File: src/core/bbo_pkg.sv
// Constants shared by the board option logic and its parallel interface.
// Assumes a 250 MHz system clock, from which the processor and bus clocks
// are divided.
package bbo_pkg;
   localparam logic [7:0] IO_BASE_RIGHT = 8'h00;
   localparam logic [7:0] IO_BASE_LEFT = 8'h10;
   localparam logic [3:0] OFF_PORT_FIRST = 4'h4;
   localparam logic [3:0] OFF_PORT_SECOND = 4'h5;
   localparam logic [3:0] OFF_PORT_THIRD = 4'h6;
   localparam logic [3:0] OFF_PORT_CMD = 4'h7;
   localparam logic [3:0] OFF_BOOT_DONE = 4'hA;
   localparam logic [4:0] ROM_TOP_PAGE = 5'h1F;
   localparam logic [7:0] CMD_RESET = 8'h9B;
   localparam logic [7:0] PORT_RESET = 8'h00;
   localparam int CMD_MODE_SET = 7;
   localparam int CMD_A_BIDIR = 6;
   localparam int CMD_A_IN = 4;
   localparam int CMD_CU_IN = 3;
   localparam int CMD_B_IN = 1;
   localparam int CMD_CL_IN = 0;
   localparam int PC_ACK = 6;
   localparam int PC_BUSY = 5;
   localparam int PC_ONLINE = 4;
   localparam int CLK_MHZ = 250;
   localparam int HALF_2M_NS = 250;
   localparam int HALF_4M_NS = 125;
   localparam logic [6:0] HALF_2M_CYC = 7'(HALF_2M_NS * CLK_MHZ / 1000);
   localparam logic [6:0] HALF_4M_CYC = 7'(HALF_4M_NS * CLK_MHZ / 1000);
endpackage

File: src/core/bbo_ppi_if.sv
// Register access path from the board decoder to the parallel interface.
// Assumes both ends run on the same clock.
`timescale 1ns/1ns
`default_nettype none
interface bbo_ppi_if;
   logic sel;
   logic [1:0] idx;
   logic rd;
   logic wr;
   logic [7:0] wdata;
   logic [7:0] rdata;
   modport dec (output sel, idx, rd, wr, wdata, input rdata);
   modport ppi (input sel, idx, rd, wr, wdata, output rdata);
endinterface
`default_nettype wire

File: src/core/bbo_ppi.sv
// Three-port parallel interface with command register and printer status.
// Assumes the decoder qualifies sel with an I/O cycle at the right port.
`timescale 1ns/1ns
`default_nettype none
module bbo_ppi (
   // Clock and control
   input wire logic clk,
   input wire logic nrst,
   input wire logic ce,
   // Register access
   bbo_ppi_if.ppi rif,
   // Port pins
   input wire logic [7:0] pa_in,
   output logic [7:0] pa_out,
   output logic pa_oe,
   input wire logic [7:0] pb_in,
   output logic [7:0] pb_out,
   output logic pb_oe,
   input wire logic [7:0] pc_in,
   output logic [7:0] pc_out,
   output logic [7:0] pc_oe
);
   import bbo_pkg::*;
   logic [7:0] pa_q, pb_q, pc_q, cmd_q;
   logic pa_drive_q;
   logic wr_a, wr_b, wr_c, wr_cmd;

   assign wr_a = ce && rif.sel && rif.wr && rif.idx == OFF_PORT_FIRST[1:0];
   assign wr_b = ce && rif.sel && rif.wr && rif.idx == OFF_PORT_SECOND[1:0];
   assign wr_c = ce && rif.sel && rif.wr && rif.idx == OFF_PORT_THIRD[1:0];
   assign wr_cmd = ce && rif.sel && rif.wr && rif.idx == OFF_PORT_CMD[1:0];

   // Mode set clears output latches; otherwise single bit set/reset of C
   always_ff @(posedge clk) begin
      if (!nrst) begin
         cmd_q <= CMD_RESET;
      end else if (wr_cmd && rif.wdata[CMD_MODE_SET]) begin
         cmd_q <= rif.wdata;
      end
   end

   always_ff @(posedge clk) begin
      if (!nrst) begin
         pa_q <= PORT_RESET;
         pb_q <= PORT_RESET;
      end else if (wr_cmd && rif.wdata[CMD_MODE_SET]) begin
         pa_q <= PORT_RESET;
         pb_q <= PORT_RESET;
      end else begin
         if (wr_a) begin
            pa_q <= rif.wdata;
         end
         if (wr_b) begin
            pb_q <= rif.wdata;
         end
      end
   end

   always_ff @(posedge clk) begin
      if (!nrst) begin
         pc_q <= PORT_RESET;
      end else if (wr_cmd && rif.wdata[CMD_MODE_SET]) begin
         pc_q <= PORT_RESET;
      end else if (wr_cmd) begin
         pc_q[rif.wdata[3:1]] <= rif.wdata[0];
      end else if (wr_c) begin
         pc_q <= rif.wdata;
      end
   end

   // Bidirectional A drives after a write and releases after a read
   always_ff @(posedge clk) begin
      if (!nrst) begin
         pa_drive_q <= 1'b0;
      end else if (wr_cmd && rif.wdata[CMD_MODE_SET]) begin
         // New mode starts with A released, not a stale drive
         pa_drive_q <= 1'b0;
      end else if (wr_a) begin
         pa_drive_q <= 1'b1;
      end else if (ce && rif.sel && rif.rd
                   && rif.idx == OFF_PORT_FIRST[1:0]) begin
         pa_drive_q <= 1'b0;
      end
   end

   assign pa_out = pa_q;
   assign pb_out = pb_q;
   assign pc_out = pc_q;
   assign pa_oe = cmd_q[CMD_A_BIDIR] ? pa_drive_q : !cmd_q[CMD_A_IN];
   assign pb_oe = !cmd_q[CMD_B_IN];
   assign pc_oe = {{4{!cmd_q[CMD_CU_IN]}}, {4{!cmd_q[CMD_CL_IN]}}};

   always_comb begin
      rif.rdata = 8'h00;
      case (rif.idx)
         OFF_PORT_FIRST[1:0]: rif.rdata = pa_oe ? pa_q : pa_in;
         OFF_PORT_SECOND[1:0]: rif.rdata = pb_oe ? pb_q : pb_in;
         OFF_PORT_THIRD[1:0]: rif.rdata = (pc_q & pc_oe) | (pc_in & ~pc_oe);
         default: rif.rdata = 8'h00;
      endcase
   end
endmodule
`default_nettype wire

File: src/core/bbo_top.sv
// Board option logic: I/O decode, fetch wait, clocks, boot ROM, write strobe.
// Assumes bus qualifiers are synchronous to clk and jumpers are static.
`timescale 1ns/1ns
`default_nettype none
module bbo_top (
   // Clock, reset, enable
   input wire logic clk,
   input wire logic nrst,
   input wire logic ce,
   // Jumper options
   input wire logic fetch_wait_option,
   input wire logic cpu_speed_option,
   input wire logic boot_rom_kill_option,
   input wire logic io_base_option,
   input wire logic mem_write_strobe_option,
   input wire logic power_on_jump_kill_option,
   // Processor side bus
   input wire logic [15:0] addr,
   input wire logic io_cycle,
   input wire logic instruction_fetch_cycle,
   input wire logic mem_read,
   input wire logic mem_write,
   input wire logic rd_stb,
   input wire logic wr_stb,
   input wire logic [7:0] wdata,
   output logic [7:0] rdata,
   output logic rdata_valid,
   // Backplane and memory outputs
   output logic cpu_clk,
   output logic bus_clk,
   output logic wait_req,
   output logic rom_sel,
   output logic mem_write_strobe_out,
   output logic mem_write_strobe_oe,
   // Parallel pins
   input wire logic [7:0] pa_in,
   output logic [7:0] pa_out,
   output logic pa_oe,
   input wire logic [7:0] pb_in,
   output logic [7:0] pb_out,
   output logic pb_oe,
   input wire logic [7:0] pc_in,
   output logic [7:0] pc_out,
   output logic [7:0] pc_oe,
   // Printer
   input wire logic printer_ack_in,
   input wire logic printer_busy_in,
   input wire logic printer_online_in,
   output logic [7:0] printer_data,
   output logic printer_strobe
);
   import bbo_pkg::*;

   function automatic logic io_match(input logic [7:0] a,
                                     input logic [7:0] base,
                                     input logic [3:0] lo,
                                     input logic [3:0] hi);
      io_match = a[7:4] == base[7:4] && a[3:0] >= lo && a[3:0] <= hi;
   endfunction

   bbo_ppi_if rif ();
   logic [7:0] io_base;
   logic ppi_hit, boot_hit;
   logic [7:0] rdata_q;
   logic rdata_valid_q;
   logic boot_low_q;
   logic fetch_seen_q;
   logic [6:0] cpu_cnt_q, bus_cnt_q, cpu_half;
   logic cpu_clk_q, bus_clk_q;
   logic [7:0] pc_merged;

   assign io_base = io_base_option ? IO_BASE_LEFT : IO_BASE_RIGHT;
   assign ppi_hit = io_cycle
      && io_match(addr[7:0], io_base, OFF_PORT_FIRST, OFF_PORT_CMD);
   assign boot_hit = io_cycle
      && io_match(addr[7:0], io_base, OFF_BOOT_DONE, OFF_BOOT_DONE);

   assign rif.sel = ppi_hit;
   assign rif.idx = addr[1:0];
   assign rif.rd = rd_stb;
   assign rif.wr = wr_stb;
   assign rif.wdata = wdata;

   // Printer status lines feed third-port bits 6..4
   assign pc_merged = {pc_in[7], printer_ack_in, printer_busy_in,
                       printer_online_in, pc_in[3:0]};

   bbo_ppi u_ppi (
      .clk(clk),
      .nrst(nrst),
      .ce(ce),
      .rif(rif),
      .pa_in(pa_in),
      .pa_out(pa_out),
      .pa_oe(pa_oe),
      .pb_in(pb_in),
      .pb_out(pb_out),
      .pb_oe(pb_oe),
      .pc_in(pc_merged),
      .pc_out(pc_out),
      .pc_oe(pc_oe)
   );

   assign printer_data = pa_out;
   assign printer_strobe = pb_out[0];

   // Read data registered one clock after the strobe
   always_ff @(posedge clk) begin
      if (!nrst) begin
         rdata_q <= 8'h00;
         rdata_valid_q <= 1'b0;
      end else if (ce) begin
         rdata_valid_q <= ppi_hit && rd_stb;
         if (ppi_hit && rd_stb) begin
            rdata_q <= rif.rdata;
         end
      end
   end
   assign rdata = rdata_q;
   assign rdata_valid = rdata_valid_q;

   // Boot ROM shadows every 2K page until the boot port is read
   always_ff @(posedge clk) begin
      if (!nrst) begin
         boot_low_q <= 1'b1;
      end else if (ce && (power_on_jump_kill_option
                          || (boot_hit && rd_stb))) begin
         boot_low_q <= 1'b0;
      end
   end
   assign rom_sel = mem_read && !boot_rom_kill_option
      && (boot_low_q || addr[15:11] == ROM_TOP_PAGE);

   // One wait request on the first clock of each fetch
   always_ff @(posedge clk) begin
      if (!nrst) begin
         fetch_seen_q <= 1'b0;
      end else if (ce) begin
         fetch_seen_q <= instruction_fetch_cycle;
      end
   end
   assign wait_req = fetch_wait_option && instruction_fetch_cycle
      && !fetch_seen_q;

   // Processor clock divider, 2 or 4 MHz
   assign cpu_half = cpu_speed_option ? HALF_4M_CYC : HALF_2M_CYC;
   always_ff @(posedge clk) begin
      if (!nrst) begin
         cpu_cnt_q <= 7'h00;
         cpu_clk_q <= 1'b0;
      end else if (ce) begin
         if (cpu_cnt_q >= cpu_half - 7'h01) begin
            cpu_cnt_q <= 7'h00;
            cpu_clk_q <= !cpu_clk_q;
         end else begin
            cpu_cnt_q <= cpu_cnt_q + 7'h01;
         end
      end
   end

   // Backplane clock fixed at 2 MHz
   always_ff @(posedge clk) begin
      if (!nrst) begin
         bus_cnt_q <= 7'h00;
         bus_clk_q <= 1'b0;
      end else if (ce) begin
         if (bus_cnt_q == HALF_2M_CYC - 7'h01) begin
            bus_cnt_q <= 7'h00;
            bus_clk_q <= !bus_clk_q;
         end else begin
            bus_cnt_q <= bus_cnt_q + 7'h01;
         end
      end
   end
   assign cpu_clk = cpu_clk_q;
   assign bus_clk = bus_clk_q;

   assign mem_write_strobe_oe = mem_write_strobe_option;
   assign mem_write_strobe_out = mem_write && mem_write_strobe_option;
endmodule
`default_nettype wire

File: config.mk
export PLATFORM = sky130hd
export DESIGN_NAME = bbo_top
export DESIGN_NICKNAME = d
export VERILOG_FILES = /design/src/core/bbo_pkg.sv /design/src/core/bbo_ppi_if.sv /design/src/core/bbo_ppi.sv /design/src/core/bbo_top.sv
export SDC_FILE = /design/constraint.sdc
export NUM_CORES = 1
export LEC_CHECK = 0
export BUFFER_PORTS_ARGS = -buffer_cell sky130_fd_sc_hd__buf_2
export CAP_MARGIN = 5
export CORE_MARGIN = 2
export CORE_UTILIZATION = 52
export DETAILED_ROUTE_END_ITERATION = 8
export PLACE_DENSITY = 0.85
export RECOVER_POWER = 50
export SLEW_MARGIN = 10
export SYNTH_ARGS = -nofsm -noshare
export SYNTH_HDL_FRONTEND = slang
export SYNTH_SLANG_ARGS = --single-unit
File: constraint.sdc
create_clock -name clk -period 5.5 [get_ports clk]
set_input_delay 0.55 -clock clk [delete_from_list [all_inputs] [get_ports clk]]
set_output_delay 0.55 -clock clk [all_outputs]
set_load 0.05 [all_outputs]
==> run metrics <==
outcome=complete, no violations; DP Area=3450 um2; crit path DAT=3430 ps; initial antenna violation count=0; Synth top area share=0.379; total wire length=7.79 mm; cell row count=27; dominant synthesized flop cell=dfxtp_1; Post-layout nets=517; die width=80.1 um; # clock sinks=57; cell area after synthesis=3010 um2; RePlAce Congestion=0.846; largest cells by area after synthesis=dfxtp_1 (38%), mux2i_1 (9.6%), nor2_1 (4.9%), nand2_1 (4.6%), buf_4 (4.5%); Synth-to-Final Area Change=17.5%; worst hold path type=reg2reg; initial DRC count=150; critical path class=in2reg; Yosys top cell by area=dfxtp_1; Die Area=6410 um2; DR WL/cell=15.0 um; starting density of the core=0.543; R2R Setup Slk=3630 ps; gr busiest metal=met2; Worst slew margin=0.294; Post-synth EDFFs=0; gr usage total=0.246; Setup TNS Final=0 ps; Setup violations, final=0; Synthesis Warnings=0; cell chain of the critical path=clkbuf_1, nand4b_1, nor3_4, and4_1, nand2b_1, nor2_1; chip height=80.1 um; RSZ-0062 raised after global routing=no; distinct cell type count after synthesis=40; Design Area, Final=3540 um2; DR pass1 iterations=4; met3 usage=0.0584; CTS tree=yes; global-route wire length before repair=12.1 mm; worst endpoint required time=5680 ps; H-tree lvl count=3; TritonCTS Buffers=9; ANT cells=0; Max Cap Viol=0; Worst Skew=9.50 ps; LEAKAGE=1.57 nW; final antenna-violating net count=0; post-CTS setup buffers=0; Port Buf Inserts=117; FILL cells=539; area occupied by multi-input gates=1600 um2; Final period util=0.591; Reg clk slew, reported paths=60 ps; worst ir drop on vdd=0.167 mV; Syn Nets=427; pwr dens=234 nW/um2; Max Slew Vio Count=0; DR vias/cell=5.60; met1 Resource Use GR=0.304; gr ovfl total=0; via count=2912; met2 Track Usage GR=0.401; final hold violations=0; vias in the first global route=2535; root buffer cell=clkbuf_8; Slew @ Worst Pin=1050 ps; post-synthesis sequential area ratio=0.379; Worst setup SP type=input pin; HPWL after DPL=5.91 mm; Clock Tree Buf Depth=2; Reg area=1140 um2; DRC Markers=0; CP max-delay cell=nand2b_1; share of layout cells above drive strength 1=0.203; largest net degree at the start of global routing=26; worst skew pair latency=340 ps; Core Area=5540 um2; Syn Area/Cell=8.48 um2; cell count after synthesis=355; achievable clock frequency=308 MHz; hold_buf cts=0; Largest stage delay, worst path=760 ps; final worst path period need=3250 ps; Yosys reg bits=57; critical path endpoint category=flip-flop; Async SR Flop Fraction=0; I/O Pins=124; cts repair resizes=0; crit path max fanout=25
==> cells in the final DEF, fill, tap and decap left out, types with 7 or more instances in the layout <==
master / count
nand4_1: 10
dfxtp_1: 57
clkbuf_1: 52
nand2_1: 37
inv_1: 10
xnor2_1: 7
mux2_2: 8
nand3_1: 17
o2bb2ai_1: 8
a21oi_1: 26
o22ai_1: 8
clkbuf_8: 9
nor2_1: 39
xor2_1: 7
buf_2: 69
mux2i_1: 29
==> area by class of cell <==
| cell class | instances | share of cell area |
|---|---|---|
| clock buffer | 13 | 0.0393 |
| clock inverter | 1 | 0.00142 |
| inverter | 10 | 0.0106 |
| multi-input combinational | 250 | 0.452 |
| sequential | 57 | 0.323 |
| tap | 72 | 0.0255 |
| timing repair buffer | 117 | 0.149 |
==> per-layer routing <==
layer / vias to the layer above / wire (um)
met5: - / 0
met4: 0 / 219
met3: 22 / 651
met2: 126 / 3730
met1: 1363 / 3190
li1: 1401 / -
==> report_power, final <==
group          switching (W)  internal [W]   total, W
Sequential        0.00000451      0.000417   0.000422
Combinational      0.0000554     0.0000362  0.0000916
Clock               0.000155      0.000158   0.000313
Total               0.000215      0.000612   0.000826
==> path summary, 6_finish.rpt <==
path                                   endpoint      startpoint  depth (start not counted)
worst min-delay path                   rdata[2]        rdata[2]                          1
worst min register to register         rdata[2]        rdata[2]                          1
worst max register to register         rdata[5]  u_ppi.cmd_q[6]                          5
worst max-delay path            u_ppi.pb_out[1]              ce                          6
==> Yosys cell counts, types with 2 or more instances <==
master	count
and3_1	2
o2bb2ai_1	8
mux2i_1	29
nand2_1	37
buf_4	18
buf_6	3
ha_1	6
inv_1	10
nor3_1	4
o21ai_0	5
o22ai_1	8
xor2_1	7
nor2b_1	2
xnor2_1	7
dfxtp_1	57
nand2b_1	6
nand3_1	17
a32o_1	2
nor2_1	39
o31ai_1	2
nand4_1	10
o211ai_1	4
a31oi_1	6
nand4b_1	2
a21oi_1	26
mux2_2	8
clkbuf_1	17
==> through the flow <==
stage	setup slack [ps]	power [W]	hold WS, ps	utilization	cells
2_1_floorplan	3030	0.000486	439	-	355
3_3_place_gp	2270	0.000519	442	0.623	506
3_5_place_dp	2210	0.000522	443	0.623	506
4_1_cts	2550	0.000828	464	0.649	520
5_1_grt	2000	0.000857	473	0.638	520
6_report	2250	0.000826	463	0.638	520
==> critical path: cells and delay by family <==
family | cells | cell delay [ps]
and+or+nand+nor | 5 | 2280
buffers and inverters | 1 | 590
==> flip-flops by register name, indices dropped and copies added, names as in the netlist <==
signal,cells
u_ppi.pc_out,8
cpu_cnt_q,7
rdata_valid,1
u_ppi.pa_drive_q,1
rdata,8
boot_low_q,1
bus_clk,1
fetch_seen_q,1
u_ppi.cmd_q,5
bus_cnt_q,7
cpu_clk,1
u_ppi.pa_out,8
u_ppi.pb_out,8
==> cells by family (layout without fill, tap and decap cells) <==
logic type	after synthesis	in the layout	share of synthesized area
xor gates and xnor gates	14	14	0.0407
buffers and inverters	48	141	0.0898
muxes	37	37	0.126
adders and majority gates	6	6	0.0249
DFF	57	57	0.379
and+or+nand+nor	128	128	0.204
AOI/OAI and AO/OA	65	65	0.135
(Power assumes the default switching activity.)
